[src/rtl/swd_pkg.sv]
package swd_pkg;

   // source index, equal to its bit in the flag register and, except for LVD, in the enable register
   localparam int SRC_N   = 8;
   localparam int SRC_TMR = 0;
   localparam int SRC_PW3 = 1;
   localparam int SRC_EXT = 2;
   localparam int SRC_ADC = 3;
   localparam int SRC_PW1 = 4;
   localparam int SRC_PW2 = 5;
   localparam int SRC_LVD = 6;
   localparam int SRC_CMP = 7;

   // register byte offsets
   localparam logic [4:0] OFS_FLAG  = 5'h00;
   localparam logic [4:0] OFS_IEN   = 5'h04;
   localparam logic [4:0] OFS_WAKE  = 5'h08;
   localparam logic [4:0] OFS_ADC   = 5'h0C;
   localparam logic [4:0] OFS_LVD   = 5'h10;
   localparam logic [4:0] OFS_STAT  = 5'h14;
   localparam logic [4:0] OFS_WDOG  = 5'h18;

   // field positions
   localparam int BIT_WAKE_CMP = 2;
   localparam int BIT_WAKE_ADC = 3;
   localparam int BIT_ADC_RUN  = 0;
   localparam int BIT_LVD_WAKE = 3;
   localparam int BIT_LVD_IEN  = 4;
   localparam int BIT_WDOG_EN  = 7;

   // reset values
   localparam logic [7:0] RST_REG8 = 8'h00;
   localparam logic [7:0] RST_WDOG = 8'h00;

   // vector addresses, indexed by source
   localparam logic [7:0] VEC_RESET = 8'h00;
   localparam logic [7:0] VEC_TAB [SRC_N] = '{
      8'h09, 8'h18, 8'h03, 8'h0C, 8'h12, 8'h15, 8'h1B, 8'h12};

   // peripheral event pulses, one bit per source in index order
   typedef struct packed {
      logic cmp;
      logic lvd;
      logic pwm2;
      logic pwm1;
      logic adc;
      logic ext;
      logic pwm3;
      logic tmr;
   } swd_evt_t;

   // vector request towards the core sequencer
   typedef struct packed {
      logic       valid;
      logic [7:0] vector;
   } swd_vec_t;

   // dispatch states, gray along idle -> vector -> release
   typedef enum logic [1:0] {
      ST_IDLE = 2'b00,
      ST_VEC  = 2'b01,
      ST_REL  = 2'b11
   } swd_state_t;

endpackage

[src/rtl/swd_dispatch.sv]
// Contract
// (RULE_01) pin event with enables vectors 0x03
// (RULE_02) sleep, no ADC enables: stop converter
// (RULE_03) sleep, ADC irq only: flag, stop, no wake
// (RULE_04) ADC wake enable keeps clock, wakes
// (RULE_05) ADC irq, globally off: flag only
// (RULE_06) ADC irq, globally on: vector 0x0C
// (RULE_07) PWM match with enables: flag, vector
// (RULE_08) PWM match, globally off: flag only
// (RULE_09) comparator, no enables: no wake
// (RULE_10) comparator irq only: flag, no wake
// (RULE_11) comparator wake only: wake, continue
// (RULE_12) comparator both, globally off: wake, flag
// (RULE_13) comparator irq, globally on: vector
// (RULE_14) comparator irq off: no interrupt
// (RULE_15) low voltage, no enables: nothing
// (RULE_16) low voltage irq only: flag bit 6
// (RULE_17) low voltage wake only: wake, continue
// (RULE_18) low voltage, globally off: flag, continue
// (RULE_19) low voltage, globally on: vector 0x1B
// (RULE_20) watchdog time-out resets to 0x00
// (RULE_21) timer overflow vectors 0x09
// (RULE_22) after wake: interrupt if enabled
// (RULE_23) flags stay until software clears
// (RULE_24) one at a time, fixed priority
//
// The address map and the Avalon-MM slave port were left to the implementer.
`timescale 1ns/10ps
`default_nettype none
module swd_dispatch
   import swd_pkg::*;
(
   input  wire logic                clock_i,
   input  wire logic                rst_i,
   // avalon-mm slave
   input  wire logic [4:0]          avs_address_i,
   input  wire logic                avs_read_i,
   input  wire logic                avs_write_i,
   input  wire logic [31:0]         avs_writedata_i,
   input  wire logic [3:0]          avs_byteenable_i,
   output logic      [31:0]         avs_readdata_o,
   output logic                     avs_waitrequest_o,
   // peripheral events
   input  wire swd_pkg::swd_evt_t   event_i,
   input  wire logic                ext_pin_i,
   input  wire logic                watchdog_timeout_i,
   // core sequencer
   input  wire logic                sleep_i,
   input  wire logic                global_irq_on_instr_i,
   input  wire logic                global_irq_off_instr_i,
   input  wire logic                vector_ack_i,
   output swd_pkg::swd_vec_t        vector_req_o,
   output logic                     wake_o,
   output logic                     reset_req_o,
   output logic [7:0]               reset_vector_o,
   output logic                     osc_keep_running_o,
   output logic                     adc_stop_o,
   output logic                     conversion_running_o
);
   import swd_pkg::*;

   // register file
   logic [7:0]       irq_flag_reg;            // sticky flags
   logic [7:0]       irq_flag_next;
   logic [7:0]       irq_enable_reg;          // per-source enables
   logic [7:0]       wake_control_reg;        // wake enables
   logic [7:0]       adc_control_reg;         // conversion running
   logic [7:0]       adc_control_next;
   logic [7:0]       low_voltage_control_reg; // lvd wake and irq enable
   logic [7:0]       watchdog_reg;            // watchdog enable
   logic             gie_reg;                 // global interrupt enable
   logic [7:0]       service_reg;             // vectors still owed
   logic [7:0]       service_next;
   logic             done_reg;                // bus answer strobe
   logic [31:0]      rdata_reg;               // read data
   logic [31:0]      rdata_next;
   logic             wake_reg;                // wake pulse
   logic             rstreq_reg;              // reset request pulse
   logic             pin_s1_reg;              // pin sync stage 1
   logic             pin_s2_reg;              // pin sync stage 2
   logic             pin_s3_reg;              // edge history
   swd_state_t       state_reg;
   swd_state_t       state_next;
   logic [2:0]       sel_reg;                 // source being vectored
   logic [2:0]       sel_next;

   // decode
   wire              bus_req   = avs_read_i | avs_write_i;
   wire              bus_take  = bus_req & ~done_reg;
   wire              wr_take   = avs_write_i & done_reg & avs_byteenable_i[0]; // lands in answer cycle
   wire [7:0]        wdat      = avs_writedata_i[7:0];
   wire              wr_flag   = wr_take & (avs_address_i == OFS_FLAG);
   wire              wr_ien    = wr_take & (avs_address_i == OFS_IEN);
   wire              wr_wake   = wr_take & (avs_address_i == OFS_WAKE);
   wire              wr_adc    = wr_take & (avs_address_i == OFS_ADC);
   wire              wr_lvd    = wr_take & (avs_address_i == OFS_LVD);
   wire              wr_wdog   = wr_take & (avs_address_i == OFS_WDOG);

   // effective enables per source
   wire              lvd_ien   = low_voltage_control_reg[BIT_LVD_IEN];
   wire              lvd_wake  = low_voltage_control_reg[BIT_LVD_WAKE];
   wire              adc_wake  = wake_control_reg[BIT_WAKE_ADC];
   wire              cmp_wake  = wake_control_reg[BIT_WAKE_CMP];
   wire              adc_run   = adc_control_reg[BIT_ADC_RUN];
   wire              wdog_en   = watchdog_reg[BIT_WDOG_EN];
   wire              pin_fall  = pin_s3_reg & ~pin_s2_reg;
   wire [7:0]        ev_raw;
   wire [7:0]        ien_eff;
   wire [7:0]        wake_en;
   wire [7:0]        ev_flag;
   wire [7:0]        ev_serve;
   wire [7:0]        ev_wake;

   // sleep with no adc wake stops a running conversion
   wire              adc_abort = sleep_i & ~adc_wake & adc_run; // [RULE_02]
   wire              adc_abort_flag = adc_abort & irq_enable_reg[SRC_ADC]; // [RULE_03]
   wire              adc_halt  = sleep_i & ~adc_wake; // converter held off in sleep without adc wake

   // pin event replaces the ext bit of the event bundle
   assign ev_raw = {event_i[7:3], pin_fall, event_i[1:0]};

   // per-source enables, wake enables and outcomes
   genvar g;
   generate
      for (g = 0; g < SRC_N; g++)
      begin : g_src
         if (g == SRC_LVD)
         begin : g_lvd
            assign ien_eff[g] = lvd_ien;
         end
         else
         begin : g_std
            assign ien_eff[g] = irq_enable_reg[g];
         end
         if (g == SRC_ADC)
         begin : g_wa
            assign wake_en[g] = adc_wake;
         end
         else if (g == SRC_CMP)
         begin : g_wc
            assign wake_en[g] = cmp_wake;
         end
         else if (g == SRC_LVD)
         begin : g_wl
            assign wake_en[g] = lvd_wake;
         end
         else
         begin : g_wn
            assign wake_en[g] = 1'b0;
         end
         // flag only with the source irq enable, independent of gie
         assign ev_flag[g]  = ev_raw[g] & ien_eff[g]; // [RULE_05] [RULE_08] [RULE_10] [RULE_16]
         // wake only with the source wake enable while asleep
         assign ev_wake[g]  = ev_raw[g] & wake_en[g] & sleep_i; // [RULE_09] [RULE_11] [RULE_17]
         // vector owed only with gie, and awake or woken by it
         assign ev_serve[g] = ev_flag[g] & gie_reg
                              & (~sleep_i | wake_en[g]); // [RULE_13] [RULE_14] [RULE_22]
      end
   endgenerate

   // fixed priority: lowest source index first
   always_comb
   begin
      sel_next = sel_reg;
      for (int i = SRC_N - 1; i >= 0; i--)
      begin
         if (service_reg[i])
         begin
            sel_next = i[2:0]; // [RULE_24]
         end
      end
   end

   // dispatch sequence: offer one vector, wait for the core
   always_comb
   begin
      state_next = state_reg;
      case (state_reg)
         ST_IDLE:
         begin
            if (|service_reg & gie_reg)
            begin
               state_next = ST_VEC;
            end
         end
         ST_VEC:
         begin
            if (vector_ack_i)
            begin
               state_next = ST_REL;
            end
         end
         ST_REL:
         begin
            state_next = ST_IDLE; // with ST_IDLE, a two-cycle gap between vectors
         end
         default:
         begin
            state_next = ST_IDLE;
         end
      endcase
   end

   wire              ack_take = (state_reg == ST_VEC) & vector_ack_i;

   // owed vectors: set wins over the ack that retires one
   always_comb
   begin
      service_next = service_reg;
      if (ack_take)
      begin
         service_next[sel_reg] = 1'b0;
      end
      service_next = service_next & ien_eff; // disabled source owes nothing
      service_next = service_next | ev_serve; // [RULE_01] [RULE_06] [RULE_07] [RULE_19] [RULE_21]
   end

   // flags: software writes 1 to clear, a new event wins
   always_comb
   begin
      irq_flag_next = irq_flag_reg;
      if (wr_flag)
      begin
         irq_flag_next = irq_flag_reg & ~wdat;
      end
      irq_flag_next = irq_flag_next | ev_flag; // [RULE_23] [RULE_18] [RULE_12]
      if (adc_abort_flag)
      begin
         irq_flag_next[SRC_ADC] = 1'b1;
      end
   end

   // conversion running: set by software, cleared by done or abort
   always_comb
   begin
      adc_control_next = adc_control_reg;
      if (wr_adc)
      begin
         adc_control_next = wdat;
      end
      if (ev_raw[SRC_ADC] | adc_halt)
      begin
         adc_control_next[BIT_ADC_RUN] = 1'b0; // [RULE_02] [RULE_03]
      end
   end

   // read mux
   always_comb
   begin
      rdata_next = 32'h0000_0000;
      case (avs_address_i)
         OFS_FLAG: rdata_next[7:0] = irq_flag_reg;
         OFS_IEN:  rdata_next[7:0] = irq_enable_reg;
         OFS_WAKE: rdata_next[7:0] = wake_control_reg;
         OFS_ADC:  rdata_next[7:0] = adc_control_reg;
         OFS_LVD:  rdata_next[7:0] = low_voltage_control_reg;
         OFS_STAT: rdata_next[7:0] = {service_reg[7:1], gie_reg};
         OFS_WDOG: rdata_next[7:0] = watchdog_reg;
         default:  rdata_next = 32'h0000_0000; // unmapped reads zero
      endcase
   end

   // pin synchroniser and edge history
   always_ff @(posedge clock_i or posedge rst_i)
   begin
      if (rst_i)
      begin
         pin_s1_reg <= 1'b1;
         pin_s2_reg <= 1'b1;
         pin_s3_reg <= 1'b1;
      end
      else
      begin
         pin_s1_reg <= ext_pin_i;
         pin_s2_reg <= pin_s1_reg;
         pin_s3_reg <= pin_s2_reg;
      end
   end

   // bus answer, one wait cycle per access
   always_ff @(posedge clock_i or posedge rst_i)
   begin
      if (rst_i)
      begin
         done_reg  <= 1'b0;
         rdata_reg <= 32'h0000_0000;
      end
      else
      begin
         done_reg  <= bus_take;
         rdata_reg <= rdata_next;
      end
   end

   // software-written control registers
   always_ff @(posedge clock_i or posedge rst_i)
   begin
      if (rst_i)
      begin
         irq_enable_reg          <= RST_REG8;
         wake_control_reg        <= RST_REG8;
         low_voltage_control_reg <= RST_REG8;
         watchdog_reg            <= RST_WDOG;
      end
      else
      begin
         if (wr_ien)
         begin
            irq_enable_reg <= wdat;
         end
         if (wr_wake)
         begin
            wake_control_reg <= wdat;
         end
         if (wr_lvd)
         begin
            low_voltage_control_reg <= wdat;
         end
         if (wr_wdog)
         begin
            watchdog_reg <= wdat;
         end
      end
   end

   // hardware-updated state
   always_ff @(posedge clock_i or posedge rst_i)
   begin
      if (rst_i)
      begin
         irq_flag_reg    <= RST_REG8;
         adc_control_reg <= RST_REG8;
         service_reg     <= RST_REG8;
         state_reg       <= ST_IDLE;
         sel_reg         <= 3'h0;
      end
      else
      begin
         irq_flag_reg    <= irq_flag_next;
         adc_control_reg <= adc_control_next;
         service_reg     <= service_next;
         state_reg       <= state_next;
         if (state_reg == ST_IDLE)
         begin
            sel_reg <= sel_next; // frozen while offered
         end
      end
   end

   // global enable, set and cleared by core instructions
   always_ff @(posedge clock_i or posedge rst_i)
   begin
      if (rst_i)
      begin
         gie_reg <= 1'b0;
      end
      else if (global_irq_on_instr_i)
      begin
         gie_reg <= 1'b1;
      end
      else if (global_irq_off_instr_i)
      begin
         gie_reg <= 1'b0;
      end
   end

   // wake and watchdog pulses
   always_ff @(posedge clock_i or posedge rst_i)
   begin
      if (rst_i)
      begin
         wake_reg   <= 1'b0;
         rstreq_reg <= 1'b0;
      end
      else
      begin
         wake_reg   <= (|ev_wake) | (sleep_i & watchdog_timeout_i & wdog_en); // [RULE_04]
         rstreq_reg <= watchdog_timeout_i & wdog_en; // [RULE_20]
      end
   end

   // outputs
   assign avs_waitrequest_o    = bus_req & ~done_reg;
   assign avs_readdata_o       = rdata_reg;
   assign vector_req_o.valid   = (state_reg == ST_VEC);
   assign vector_req_o.vector  = VEC_TAB[sel_reg];
   assign wake_o               = wake_reg;
   assign reset_req_o          = rstreq_reg;
   assign reset_vector_o       = VEC_RESET; // [RULE_20]
   assign osc_keep_running_o   = sleep_i & adc_wake & adc_run; // [RULE_04]
   assign adc_stop_o           = sleep_i & ~adc_wake; // [RULE_02] [RULE_15]
   assign conversion_running_o = adc_run;

endmodule
`default_nettype wire

[config.mk]
export PLATFORM = sky130hd
export DESIGN_NAME = swd_dispatch
export DESIGN_NICKNAME = d
export VERILOG_FILES = /design/src/rtl/swd_pkg.sv /design/src/rtl/swd_dispatch.sv
export SDC_FILE = /design/constraint.sdc
export NUM_CORES = 1
export LEC_CHECK = 0
export ABC_CLOCK_PERIOD_IN_PS = 2350
export BUFFER_PORTS_ARGS = -buffer_cell sky130_fd_sc_hd__clkbuf_2
export CORE_MARGIN = 2
export CORE_UTILIZATION = 47
export CTS_CLUSTER_SIZE = 20
export DETAILED_ROUTE_END_ITERATION = 12
export PLACE_DENSITY = 0.77
export SLEW_MARGIN = 25
export SYNTH_ARGS = -nofsm -noshare
export SYNTH_HDL_FRONTEND = slang
export SYNTH_SLANG_ARGS = --single-unit
[constraint.sdc]
create_clock -name clock_i -period 2.35 [get_ports clock_i]
set_clock_uncertainty 0.1 [all_clocks]
set_input_delay 0.47 -clock clock_i [delete_from_list [all_inputs] [get_ports clock_i]]
set_output_delay 0.47 -clock clock_i [all_outputs]
set_load 0.005 [all_outputs]
==> impl_metrics.csv <==
group,metric,value,unit
logic_synthesis,synth_common_cells,"dfrtp_1, mux2_2, buf_4, nand2_1",
clock_tree,cts_max_level,3,
setup_path,critPathKind,"reg2out",
setup_path,r2r_start,"done_reg",
clock_tree,cts_tree,"done",
detailed_routing,drt_pass1_iterations,5,
logic_synthesis,syn_area,3820,um^2
global_route,grtUsageTotal,20.2,%
run,cap_violations,0,
cells_and_area,drive_gt1_share,33.8,%
setup_path,cp.required,1780,ps
setup_path,cp_slowest_cell,"dfrtp_1",
detailed_routing,postRouteAntennaNets,0,
setup_path,cp-end-kind,"output pin",
setup_path,cp_slowest_stage_delay,510,ps
clock_tree,cts_sinks,76,
setup_path,reg2reg_to,"wake_control_reg[5]",
cells_and_area,fin_nets,456,
power_and_ir_drop,p_sw_share,28.0,%
power_and_ir_drop,p_leak,0.00221,uW
die,die_width,94.2,um
global_route,grt-busiest-layer,"met2",
cells_and_area,area_delta_synth_final,13.8,%
logic_synthesis,ys.flop_type,"dfrtp_1",
clock_tree,clock_latency,360,ps
die,core,7810,um^2
global_route,grt_pass1_vias,2605,
sta,finalHoldViolations,0,
logic_synthesis,yosysMostFrequentCell,"dfrtp_1",
global_route,antenna_found_initial,0,
die,start_util,49.0,%
logic_synthesis,synth_seq_cells,76,
logic_synthesis,netlist.area_leader.share,47.8,%
die,ios,114,
placed_design,place_area,4130,um^2
power_and_ir_drop,p_clk_share,32.5,%
detailed_routing,routed_wl,8240,um
sta,finalSetupViolations,0,
clock_tree,cts_hold_buf,0,
sta,post-route-period-util,92.1,%
sta,min_period,2160,ps
die,dieHeight,94.2,um
setup_path,path_cells,"inv_1, ha_1, mux2i_1, clkbuf_2",
logic_synthesis,synth_largest_area_cell,"dfrtp_1",
clock_tree,cts_buffer_depth,2,
sta,worstMarginPinSlew,539,ps
setup_path,cp_max_fo,9,
setup_path,reg2reg_depth,5,
power_and_ir_drop,irDropWorstVdd,0.000495,V
cells_and_area,final_cell_area,4350,um^2
clock_tree,post_cts_resized,0,
sta,setup_tns,0,ps
cells_and_area,num-fill-cells,668,
logic_synthesis,yosysSeqAreaShare,49.8,%
global_route,grt_max_degree,29,
global_route,grtUsageMet2,32.1,%
power_and_ir_drop,power.share.sequential,49.2,%
setup_path,reg2reg_slack,580,ps
logic_synthesis,synthDistinctLibCells,45,
placed_design,numPortBuffers,50,
detailed_routing,drt_iter0_markers,266,
status,outcome,"complete, no violations",
clock_tree,cts.clk_slew.worst_paths,80,ps
placed_design,dp_hpwl,5930,um
power_and_ir_drop,power_density,762,nW/um^2
setup_path,cp-start-kind,"register",
power_and_ir_drop,switching_power,927,uW
detailed_routing,vias_per_cell,5.40,
logic_synthesis,syn_avg_cell_area,11.6,um^2
power_and_ir_drop,power.internal,2390,uW
sta,fmax,462,MHz
die,num_rows,32,
hold_path,holdCritPathClass,"in2async",
cells_and_area,n_antenna_cell,0,
clock_tree,cts_setup_buffers,0,
logic_synthesis,ys_warn_count,0,
setup_path,worst-endpoint-arrival,1590,ps
logic_synthesis,synth-edff-count,0,
sta,max-slew-margin-rel,64.0,%
sta,rsz0062_at_grt,"false",
sta,drv_slew,0,
detailed_routing,drc,0,
logic_synthesis,yosys-top-cells-area,"dfrtp_1, mux2_2, buf_4",
detailed_routing,vias,2696,
logic_synthesis,async_flop_share,100,%
clock_tree,cts-root-buf,"clkbuf_8",
setup_path,cpLargestDelayFamily,"flip-flops",
global_route,grt_pass1_wl,13600,um
setup_path,cp.buffers_inverters,2,
global_route,met3_usage,2.89,%
global_route,use_met1,27.8,%
placed_design,finalWeightedCongestion,0.854,
power_and_ir_drop,power_frac_comb,18.3,%
clock_tree,cts_buffers,9,
logic_synthesis,synthCells,329,
global_route,grt-ovfl-total,0,
die,die_area,8880,um^2
power_and_ir_drop,p_total,3320,uW
detailed_routing,routedWlPerCell,16.5,um
-- cell usage in the layout, fill, tap and decap left out, drive strengths merged, types with 3 or more instances in the layout --
master  synthesis  layout
dfrtp          73      73
clkbuf          2      63
mux2           44      44
conb            1      35
nand2          26      26
nor2           21      21
mux2i          21      21
o21ai          10      10
buf            40      10
inv             9       8
o211ai          8       8
a22o            7       7
nor3            7       7
a21oi           6       6
nand3           5       5
a211o           5       5
ha              5       5
o22ai           4       4
a21boi          4       4
a221oi          3       3
dfstp           3       3
-- power groups by stage --
stage / Combinational (uW) / Clock (uW) / Sequential (uW)
after global placement: 590 / 0 / 1650
after CTS: 615 / 1090 / 1630
final: 607 / 1080 / 1630
after floorplan: 470 / 0 / 1590
after detailed placement: 612 / 0 / 1650
after global routing: 687 / 1140 / 1660
-- per-layer routing --
| metal | part of all wire (%) | wire length [um] |
|---|---|---|
| met3 | 5.9 | 482 |
| met2 | 48 | 3980 |
| met4 | 2.0 | 167 |
| met5 | 0 | 0 |
| met1 | 44 | 3600 |
-- stage by stage --
stage | hold WS [ps] | util, % | instances | setup slack, ps
6_report | 41.7 | 55.7 | 499 | 186
5_1_grt | 93.0 | 55.7 | 499 | 51.7
4_1_cts | 63.5 | 55.7 | 499 | 175
3_5_place_dp | 247 | 52.9 | 483 | 223
3_3_place_gp | 246 | 52.9 | 483 | 258
2_1_floorplan | 245 | - | 363 | 486
-- worst max-delay path by stage --
| stage | start | end | slack (ps) | cells after the start |
|---|---|---|---|---|
| after floorplan | avs_address_i[4] | adc_control_reg[1] | 490 | 4 |
| after global placement | avs_address_i[1] | irq_flag_reg[2] | 260 | 5 |
| after detailed placement | avs_address_i[4] | irq_flag_reg[2] | 220 | 5 |
| after CTS | sel_reg[0] | vector_req_o[0] | 180 | 4 |
| after global routing | sel_reg[0] | vector_req_o[0] | 50 | 4 |
| final | sel_reg[0] | vector_req_o[0] | 190 | 4 |
-- kinds of logic after synthesis --
logic type,count (synthesis),synth area share [%]
mux,65,18.4
other cells,1,0.0980
fa+ha+maj,5,1.64
buf+inv,51,8.83
flops,76,49.8
compound gates,55,10.2
simple gates,76,10.9
-- area by class of cell --
cell class                      instances  area (um^2)  area share (%)
Multi-Input combinational cell        236         1710            39.3
Sequential cell                        76         1910            43.8
Timing Repair Buffer                   60          350            8.05
Inverter                                9         37.5           0.863
Clock buffer                           13          179            4.11
Tap cell                              102          128            2.93
Clock inverter                          3         42.5           0.978
Note: power is estimated with default switching activity, not from simulation.
